## src/verilog/pipf_pkg.sv

```systemverilog
// Constants and carrier types for the pending-request flag block.
// Assumes a 32-bit APB master and a CPU that accepts one request at a time.
package pipf_pkg;

	localparam int NSRC = 14;
	localparam int NREG = 5;
	localparam int ADDR_W = 20;

	// Register indices; byte address is four times the index
	localparam logic [17:0] PEND_IDX [NREG] = '{
		18'h0f01b, 18'h0f01c, 18'h0f01d, 18'h0f01e, 18'h0f01f
	};
	localparam logic [17:0] ENAB_IDX [NREG] = '{
		18'h0f013, 18'h0f014, 18'h0f015, 18'h0f016, 18'h0f017
	};
	localparam logic [17:0] MIE_IDX = 18'h0f020;
	localparam int MIE_BIT = 0;

	localparam logic [7:0] PEND_RESET = 8'h00;
	localparam logic [7:0] ENAB_RESET = 8'h00;
	localparam logic MIE_RESET = 1'b0;

	// Register selector codes
	localparam logic [3:0] SEL_PEND0 = 4'h0;
	localparam logic [3:0] SEL_ENAB0 = 4'h5;
	localparam logic [3:0] SEL_MIE = 4'ha;
	localparam logic [3:0] SEL_NONE = 4'hf;

	// Source number is also its priority rank, 0 highest
	localparam int SRC_REG [NSRC] = '{0, 0, 0, 0, 1, 1, 2, 2, 3, 3, 3, 3, 4, 4};
	localparam int SRC_BIT [NSRC] = '{0, 1, 2, 3, 0, 1, 6, 7, 0, 1, 5, 7, 0, 3};

	typedef struct packed {
		logic timebase_2hz_event;
		logic timebase_16hz_event;
		logic timebase_32hz_event;
		logic timebase_128hz_event;
		logic pwm_five_event;
		logic pwm_four_event;
		logic timer_b_event;
		logic timer_a_event;
		logic uart_one_event;
		logic uart_zero_event;
		logic timer_nine_event;
		logic timer_eight_event;
		logic timer_one_event;
		logic timer_zero_event;
	} pipf_events_t;

	typedef struct packed {
		logic valid;
		logic [3:0] source;
	} pipf_request_t;

endpackage

```

## src/verilog/pipf_irq_pending.sv

```systemverilog
// Pending-request flags for fourteen peripheral sources, APB register access,
// and a prioritised request to the CPU core.
// Assumes events and CPU handshake signals are synchronous one-cycle pulses.
//
// Contract
// A peripheral event sets its pending flag regardless of enables.
// Request asserted only while flag, its enable and master enable are 1.
// Software writing 1 to an implemented flag sets it.
// CPU acceptance clears only the accepted source's flag.
// Interrupt from a flag or enable write waits one further instruction.
// First register bits 0..3 are timers 0, 1, 8, 9.
// Second register bits 0, 1 are UART 0, 1; others read 0.
// Third register bits 6, 7 are timers A, B.
// Fourth register: PWM4 bit 0, PWM5 bit 1, 128 Hz bit 5, 32 Hz bit 7.
// Flag registers are 8 bits, reset zero; 1 means pending.
// Fifth register: 16 Hz bit 0, 2 Hz bit 3.
// Highest-priority enabled pending source is presented first.
// Acceptance clears master enable, keeps individual enables.
// Writing 0 clears a flag unless its event arrives that cycle.
// Unassigned bits ignore writes and read as zero.
//
// The APB interface to the registers is this design's own decision.
`timescale 1ns/1ps

module pipf_irq_pending (
	input wire logic clk,
	input wire logic rstn,
	input wire logic psel,
	input wire logic penable,
	input wire logic pwrite,
	input wire logic [pipf_pkg::ADDR_W-1:0] paddr,
	input wire logic [31:0] pwdata,
	input wire logic [3:0] pstrb,
	output logic [31:0] prdata,
	output logic pready,
	output logic pslverr,
	input wire pipf_pkg::pipf_events_t events,
	input wire logic irq_ack,
	input wire logic instr_retired,
	output pipf_pkg::pipf_request_t request
);

	logic [pipf_pkg::NSRC-1:0] pend_reg;
	logic [pipf_pkg::NSRC-1:0] enab_reg;
	logic mie_reg;
	logic hold_reg;
	logic [31:0] prdata_reg;
	logic pready_reg;
	logic pslverr_reg;
	pipf_pkg::pipf_request_t request_reg;
	pipf_pkg::pipf_request_t request_next;

	logic [pipf_pkg::NSRC-1:0] event_vec;
	logic [3:0] setup_sel;
	logic [3:0] access_sel;
	logic wr_en;
	logic ack_now;
	logic [pipf_pkg::NSRC-1:0] active;

	// Maps a byte address to a register selector
	function automatic logic [3:0] reg_sel(input logic [pipf_pkg::ADDR_W-1:0] a);
		logic [3:0] s;
		logic [17:0] idx;
		s = pipf_pkg::SEL_NONE;
		idx = a[19:2];
		if (a[1:0] == 2'h0) begin
			for (int r = 0; r < pipf_pkg::NREG; r++) begin
				if (idx == pipf_pkg::PEND_IDX[r]) begin
					s = pipf_pkg::SEL_PEND0 + 4'(r);
				end
				if (idx == pipf_pkg::ENAB_IDX[r]) begin
					s = pipf_pkg::SEL_ENAB0 + 4'(r);
				end
			end
			if (idx == pipf_pkg::MIE_IDX) begin
				s = pipf_pkg::SEL_MIE;
			end
		end
		return s;
	endfunction

	// Packs the bits of one register from a per-source vector
	function automatic logic [7:0] pack_byte(
		input logic [pipf_pkg::NSRC-1:0] v,
		input int r
	);
		logic [7:0] b;
		b = 8'h00;
		for (int s = 0; s < pipf_pkg::NSRC; s++) begin
			if (pipf_pkg::SRC_REG[s] == r) begin
				b[pipf_pkg::SRC_BIT[s]] = v[s];
			end
		end
		return b;
	endfunction

	assign event_vec = events;
	assign setup_sel = reg_sel(paddr);
	assign access_sel = setup_sel;
	assign wr_en = psel && penable && pready_reg && pwrite && pstrb[0];
	assign ack_now = irq_ack && request_reg.valid;

	// Pending flags, one slice per source
	generate
		for (genvar g = 0; g < pipf_pkg::NSRC; g++) begin : g_pend
			localparam logic [3:0] MY_SEL = pipf_pkg::SEL_PEND0 + 4'(pipf_pkg::SRC_REG[g]);
			localparam int MY_BIT = pipf_pkg::SRC_BIT[g];
			logic wr_hit;
			assign wr_hit = wr_en && (access_sel == MY_SEL);

			always_ff @(posedge clk) begin
				if (!rstn) begin
					pend_reg[g] <= pipf_pkg::PEND_RESET[MY_BIT];
				end else if (event_vec[g]) begin
					pend_reg[g] <= 1'b1;
				end else if (wr_hit) begin
					pend_reg[g] <= pwdata[MY_BIT];
				end else if (ack_now && request_reg.source == 4'(g)) begin
					pend_reg[g] <= 1'b0;
				end
			end
		end
	endgenerate

	// Individual enables, untouched by acceptance
	generate
		for (genvar g = 0; g < pipf_pkg::NSRC; g++) begin : g_enab
			localparam logic [3:0] MY_SEL = pipf_pkg::SEL_ENAB0 + 4'(pipf_pkg::SRC_REG[g]);
			localparam int MY_BIT = pipf_pkg::SRC_BIT[g];

			always_ff @(posedge clk) begin
				if (!rstn) begin
					enab_reg[g] <= pipf_pkg::ENAB_RESET[MY_BIT];
				end else if (wr_en && access_sel == MY_SEL) begin
					enab_reg[g] <= pwdata[MY_BIT];
				end
			end
		end
	endgenerate

	// Master enable; acceptance beats a same-cycle write
	always_ff @(posedge clk) begin
		if (!rstn) begin
			mie_reg <= pipf_pkg::MIE_RESET;
		end else if (ack_now) begin
			mie_reg <= 1'b0;
		end else if (wr_en && access_sel == pipf_pkg::SEL_MIE) begin
			mie_reg <= pwdata[pipf_pkg::MIE_BIT];
		end
	end

	// Holds off requests after a flag or enable write until one instruction retires
	always_ff @(posedge clk) begin
		if (!rstn) begin
			hold_reg <= 1'b0;
		end else if (wr_en && access_sel < pipf_pkg::SEL_MIE) begin
			hold_reg <= 1'b1;
		end else if (instr_retired) begin
			hold_reg <= 1'b0;
		end
	end

	// Enabled and pending sources
	assign active = pend_reg & enab_reg;

	// Lowest source number wins
	always_comb begin
		request_next.valid = 1'b0;
		request_next.source = 4'h0;
		for (int s = pipf_pkg::NSRC - 1; s >= 0; s--) begin
			if (active[s]) begin
				request_next.source = 4'(s);
			end
		end
		request_next.valid = mie_reg && (|active) && !hold_reg && !ack_now;
	end

	always_ff @(posedge clk) begin
		if (!rstn) begin
			request_reg <= '0;
		end else begin
			request_reg <= request_next;
		end
	end

	// APB answer: ready in the first access cycle, data fetched at setup
	always_ff @(posedge clk) begin
		if (!rstn) begin
			pready_reg <= 1'b0;
		end else begin
			pready_reg <= psel && !penable;
		end
	end

	always_ff @(posedge clk) begin
		if (!rstn) begin
			pslverr_reg <= 1'b0;
		end else begin
			pslverr_reg <= psel && !penable && setup_sel == pipf_pkg::SEL_NONE;
		end
	end

	// Read mux; unassigned bits come back zero
	always_ff @(posedge clk) begin
		if (!rstn) begin
			prdata_reg <= 32'h0000_0000;
		end else if (psel && !penable && !pwrite) begin
			prdata_reg <= 32'h0000_0000;
			for (int r = 0; r < pipf_pkg::NREG; r++) begin
				if (setup_sel == pipf_pkg::SEL_PEND0 + 4'(r)) begin
					prdata_reg[7:0] <= pack_byte(pend_reg, r);
				end
				if (setup_sel == pipf_pkg::SEL_ENAB0 + 4'(r)) begin
					prdata_reg[7:0] <= pack_byte(enab_reg, r);
				end
			end
			if (setup_sel == pipf_pkg::SEL_MIE) begin
				prdata_reg[pipf_pkg::MIE_BIT] <= mie_reg;
			end
		end
	end

	assign prdata = prdata_reg;
	assign pready = pready_reg;
	assign pslverr = pslverr_reg;
	assign request = request_reg;

endmodule

```

## config.mk

```make
export PLATFORM = sky130hd
export DESIGN_NAME = pipf_irq_pending
export DESIGN_NICKNAME = d
export VERILOG_FILES = /design/src/verilog/pipf_pkg.sv /design/src/verilog/pipf_irq_pending.sv
export SDC_FILE = /design/constraint.sdc
export NUM_CORES = 1
export LEC_CHECK = 0
export BUFFER_PORTS_ARGS = -buffer_cell sky130_fd_sc_hd__buf_2
export CORE_AREA = 3 3 90 84
export CTS_CLUSTER_DIAMETER = 100
export CTS_CLUSTER_SIZE = 30
export DETAILED_ROUTE_END_ITERATION = 7
export DIE_AREA = 0 0 93 87
export PLACE_DENSITY = 0.8
export SYNTH_ARGS = -nofsm -noshare
export SYNTH_HDL_FRONTEND = slang
export SYNTH_SLANG_ARGS = --single-unit
export TNS_END_PERCENT = 1
```

## constraint.sdc

```tcl
create_clock -name clk -period 3.1 [get_ports clk]
set_clock_uncertainty 0.15 [all_clocks]
set_input_delay 0.465 -clock clk [delete_from_list [all_inputs] [get_ports clk]]
set_output_delay 0.465 -clock clk [all_outputs]
set_load 0.03 [all_outputs]
```

After elaboration in Yosys (flattened, before gate mapping). Index checks and enable logic that the tools add are counted. W data, S select, Z words.

Flip-flop bits (word level): 45. Logic and storage cells: 221. Input bits: 77. Output and inout bits: 39.

Multiplexer cells: 80. Bitwise operators: 2. Reductions and logical operators: 65. Equality and inequality tests: 35. $lt $le $gt $ge: 1.

Operators with widths (count): $eq A18 B16 Y1 const B (11); $mux W4 (19); $mux W8 (9); $mux W1 (46); $reduce_bool A3 Y1 (14); $eq A4 B4 Y1 const B (10); $logic_and A1 B1 Y1 (37); $eq A4 B3 Y1 const B (8); $eq A4 B2 Y1 const B (4); $and A14 B14 Y14 (1); $reduce_or A14 Y1 (1); $mux W3 (4); $reduce_or A9 Y1 (1); $eq A4 B1 Y1 const B (2); $logic_not A4 Y1 (2); $reduce_or A5 Y1 (1); $logic_not A1 Y1 (4); $lt A4 B4 Y1 const B (1); $mux W2 (2); $reduce_or A2 Y1 (2); $reduce_or A3 Y1 (1); $logic_not A2 Y1 (1); $reduce_bool A2 Y1 (1); $not A1 Y1 (1).

Longest topological paths before layout.
Depth after elaboration: 25. Gate-level depth with buffers: 9. Gate-level depth less buffers: 7.

Worst setup path after synthesis. OpenSTA, ideal clock, no wires.

Kind: input -> register. From: input port paddr[2] in the netlist's numbering. To: register prdata_reg[0] (netlist: prdata[0]). Setup time: 130 ps. Cell stages on the path: 8. Buffers on the path: 2. Data required time: 2820 ps. Arrival: 2378 ps. Setup slack: 443 ps. Cell sequence: buf_6 or4_4 a211o_4 a211oi_1 buf_4 nor3_1 a2111oi_0 a21oi_1.

Word-level cells in the longest chain between the ends: 25. Elaborated cells between the ends (all ways): 45. Classes of those cells: 21 x eq/ne; 23 x mux; 1 x reduce/logical.

Ends and longest elaborated chain: from (decl) (RTL line pipf_irq_pending.sv:31) `input wire logic [pipf_pkg::ADDR_W-1:0] paddr,`; $eq A18 B16 Y1 (RTL line pipf_irq_pending.sv:68) `if (idx == pipf_pkg::PEND_IDX[r]) begin`; $mux W4 (RTL line pipf_irq_pending.sv:68); $mux W4 (RTL line pipf_irq_pending.sv:71) `if (idx == pipf_pkg::ENAB_IDX[r]) begin`; $mux W4 (RTL line pipf_irq_pending.sv:68); $mux W4 (RTL line pipf_irq_pending.sv:71); $mux W4 (RTL line pipf_irq_pending.sv:68); $mux W4 (RTL line pipf_irq_pending.sv:71); $mux W4 (RTL line pipf_irq_pending.sv:68); (+9 left out); $mux W8 (RTL line pipf_irq_pending.sv:213) `if (setup_sel == pipf_pkg::SEL_ENAB0 + 4'(r)) begin`; $mux W8 (RTL line pipf_irq_pending.sv:210) `if (setup_sel == pipf_pkg::SEL_PEND0 + 4'(r)) begin`; $mux W8 (RTL line pipf_irq_pending.sv:213); $mux W8 (RTL line pipf_irq_pending.sv:210); $mux W8 (RTL line pipf_irq_pending.sv:213); $mux W8 (RTL line pipf_irq_pending.sv:210); $mux W8 (RTL line pipf_irq_pending.sv:213); $mux W1 (*) (RTL line pipf_irq_pending.sv:217) `if (setup_sel == pipf_pkg::SEL_MIE) begin`; to (signal assigned) (RTL line pipf_irq_pending.sv:211) `prdata_reg[7:0] <= pack_byte(pend_reg, r);`; to (signal assigned) (RTL line pipf_irq_pending.sv:214) `prdata_reg[7:0] <= pack_byte(enab_reg, r);`; to (signal, indexed assignment) (RTL line pipf_irq_pending.sv:218) `prdata_reg[pipf_pkg::MIE_BIT] <= mie_reg;`; to (decl) (RTL line pipf_irq_pending.sv:47) `logic [31:0] prdata_reg;`.

Every way passes the cells marked *; elsewhere a longest branch is shown, timed or not. A chain may end at the register's enable or synchronous reset.

Final worst setup path.
From: input port paddr[9] in the netlist's numbering. To: register prdata_reg[3] (netlist: prdata[3]).

Word-level cells in the longest chain between the ends: 24. Elaborated cells between the ends (all ways): 43. Classes of those cells: 20 x eq/ne; 22 x mux; 1 x reduce/logical.

Ends and longest elaborated chain (RTL line): $eq A18 B16 Y1 (pipf_irq_pending.sv:68); $mux W4 (pipf_irq_pending.sv:68); $mux W4 (pipf_irq_pending.sv:71); $mux W4 (pipf_irq_pending.sv:68); $mux W4 (pipf_irq_pending.sv:71); $mux W4 (pipf_irq_pending.sv:68); $mux W4 (pipf_irq_pending.sv:71); $mux W4 (pipf_irq_pending.sv:68); (+8 left out); $mux W8 (pipf_irq_pending.sv:210); $mux W8 (pipf_irq_pending.sv:213); $mux W8 (pipf_irq_pending.sv:210); $mux W8 (pipf_irq_pending.sv:213); $mux W8 (pipf_irq_pending.sv:210); $mux W8 (pipf_irq_pending.sv:213); $mux W8 (pipf_irq_pending.sv:210); $mux W8 (*) (pipf_irq_pending.sv:213).

Marks and branches as above.

==> impl_metrics.toml <==
[floorplan]
core-area_mm2 = 0.00659
start_util_pct = 45.3
io_pins = 116
fp-row-count = 28
die_y_um = 87
die_area_mm2 = 0.00809
die_x_um = 93

[synth]
ys_warn_count = 0
synth.area.top_cells = "dfxtp_1 30%, buf_4 6.5%, nor2_1 4.9%"
synth_edf_count = 0
synth_top_area_cell = "dfxtp_1"
synth_area_mm2 = 0.00298
ys_async_sr_fraction_pct = 0
synth-main-ff-cell = "dfxtp_1"
syn_area_per_cell_um2 = 7.87
ys_seq_area_share_pct = 29.5
ys_ff_latch = 44
yosys.area.top_type_share_pct = 29.5
netlist_instances = 379
synth.distinct_cells = 62

[global_route]
antenna_found_initial = 0
grt_use_total_pct = 21.0
grt-ovfl-total = 0
grt_max_degree = 20
grt_pass1_wl_mm = 13.6
first_global_vias = 2857

[placed_design]
port_buffers = 62
place_hpwl_mm = 6.75
routabilityCongestion = 0.963
place_ws_ns = 0.161

[clock_tree]
cts.clk_slew.worst_paths_ns = 0.08
cts_setup_buffers = 0
tritoncts = "built"
cts.sinks = 44
clockRootBuffer = "clkbuf_8"
clk_latency_ns = 0.31
clock_path_buffers = 2
ctsHoldBuffers = 0
htree_levels = 2
cts_made_buffers = 5
cts-resized-gates = 0

[sta]
max_freq_mhz = 378
grt_setup_unrepaired = "no"
min_period_over_period_pct = 85.4
slew_headroom_pct = 60.2
min_period_ns = 2.65
setup_ws_ns = 0.451
fin_setup_tns_ns = 0
maxSlewViolCount = 0
finalSetupViolations = 0
hold_viol = 0
worst_slew_pin_slew_ns = 0.596

[finish]
diodes = 0
syn_to_final_growth_pct = 15.5
layout.nets = 523
drive_above_1_share_pct = 22.8
fill_cells = 658

[worst_setup_path]
rr_endpoint = "pend_reg[2]"
rr_startpoint = "pready"
worstPathArrival_ns = 2.73
ff2ff_setup_slack_ns = 0.86
crit_required_ns = 3.18
end_kind = "flip-flop"
critPathLaunchType = "input port"
crit_fanout = 10
criticalPathCategory = "in2reg"
ff2ff_path_depth = 7

[detailed_routing]
ant_nets = 0
firstDrtPassIters = 5
drt_iter0_markers = 359
drc = 0
viasPerCell = 5.82
routed_wl_mm = 8.47
via_count = 3124
wl_per_cell_um = 15.8

[hold_path]
hold_path.class = "in2reg"
hold_end = "pready"
hold_depth = 2
min_from = "penable"

[power_and_ir_drop]
ir_drop_uv = 195
total_power_mw = 1.20
p_leak_nw = 1.38
power_density_mw_per_mm2 = 347

[outcome]
status = "finished, final reports clean"

[flow_run]
drv_cap = 0
through the flow:
step | util (%) | cells | hold slack (ns) | instance area (µm²)
after floorplan | - | 403 | 0.255 | 3070
after global placement | 50.6 | 529 | 0.287 | 3340
after detailed placement | 50.6 | 529 | 0.294 | 3340
after CTS | 52.3 | 537 | 0.209 | 3440
after global routing | 52.3 | 537 | 0.221 | 3440
final | 52.3 | 537 | 0.215 | 3440
placed cells by master, fill, tap and decap left out, drive strengths merged, types with 3 or more instances in the layout:
cell     count
buf         77
dfxtp       44
nor2        39
nand2       34
a21oi       28
conb        25
nand3       21
o21ai       19
mux2i       13
and2        12
o31a        10
inv          9
a31oi        8
nor3         8
nand4        7
nand3b       7
nor4         7
nand2b       6
a22oi        6
clkbuf       6
and3         5
a211oi       4
o211ai       4
o31ai        4
nor3b        3
a21o         3
a211o        3
or2          3
a2111oi      3
critical path, stage by stage:
cell     delay (ns)
buf_2          0.12
or4_4          0.54
a211o_4        0.34
a21o_1         0.35
nor4_4         0.29
nand2_1        0.10
a311o_1        0.39
a21oi_1        0.14
synth_stat cells, types with 7 or more instances:
cell type  count
o21ai_0       18
nand2_1       34
mux2i_1       13
nand4_1        7
o31a_1        10
a21oi_1       27
and2_1        12
inv_1          9
nor2_1        39
nand3_1       21
a31oi_1        8
buf_4         26
clkbuf_1       9
dfxtp_1       44
nand3b_1       7
power by group:
| group | switching (mW) | leakage, nW | internal (mW) |
|---|---|---|---|
| combinational | 0.107 | 0.962 | 0.0541 |
| sequential | 0.0160 | 0.359 | 0.579 |
| clock | 0.201 | 0.0552 | 0.239 |
area by class of cell:
type                       count  area, µm²  share of cell area, %
clock buffer                   6       72.6                   2.11
clock inverter                 2       35.0                   1.02
inverter                       9       33.8                  0.981
multi-input combinational    309       1890                   54.8
sequential                    44        881                   25.6
tap                           90        113                   3.27
timing repair buffer          77        423                   12.3
kinds of logic after synthesis:
family          after synthesis  share of synthesized area (%)
other cells                   1                          0.126
flops                        44                           29.5
compound gates              105                           24.8
simple gates                165                           30.5
mux                          14                           4.74
buf+inv                      50                           10.2
how the worst max path moves through the flow:
stage | from | cells after the start | end | slack, ns
finish | paddr[9] | 8 | prdata[3] | 0.45
global route | paddr[11] | 8 | prdata[3] | 0.23
CTS | paddr[9] | 8 | prdata[3] | 0.47
detailed placement | paddr[9] | 8 | prdata[3] | 0.16
global placement | paddr[7] | 8 | hold_reg | 0.19
floorplan | paddr[2] | 8 | prdata[0] | 0.44
per-layer routing:
metal / vias up / GRT usage (%) / wire length [µm]
met1: 1442 / 27.7 / 3680
met5: - / 0 / 0
li1: 1479 / - / -
met2: 181 / 34.3 / 3790
met3: 22 / 4.58 / 850
met4: 0 / 6.66 / 143
Power figures use the tool's default switching activity.
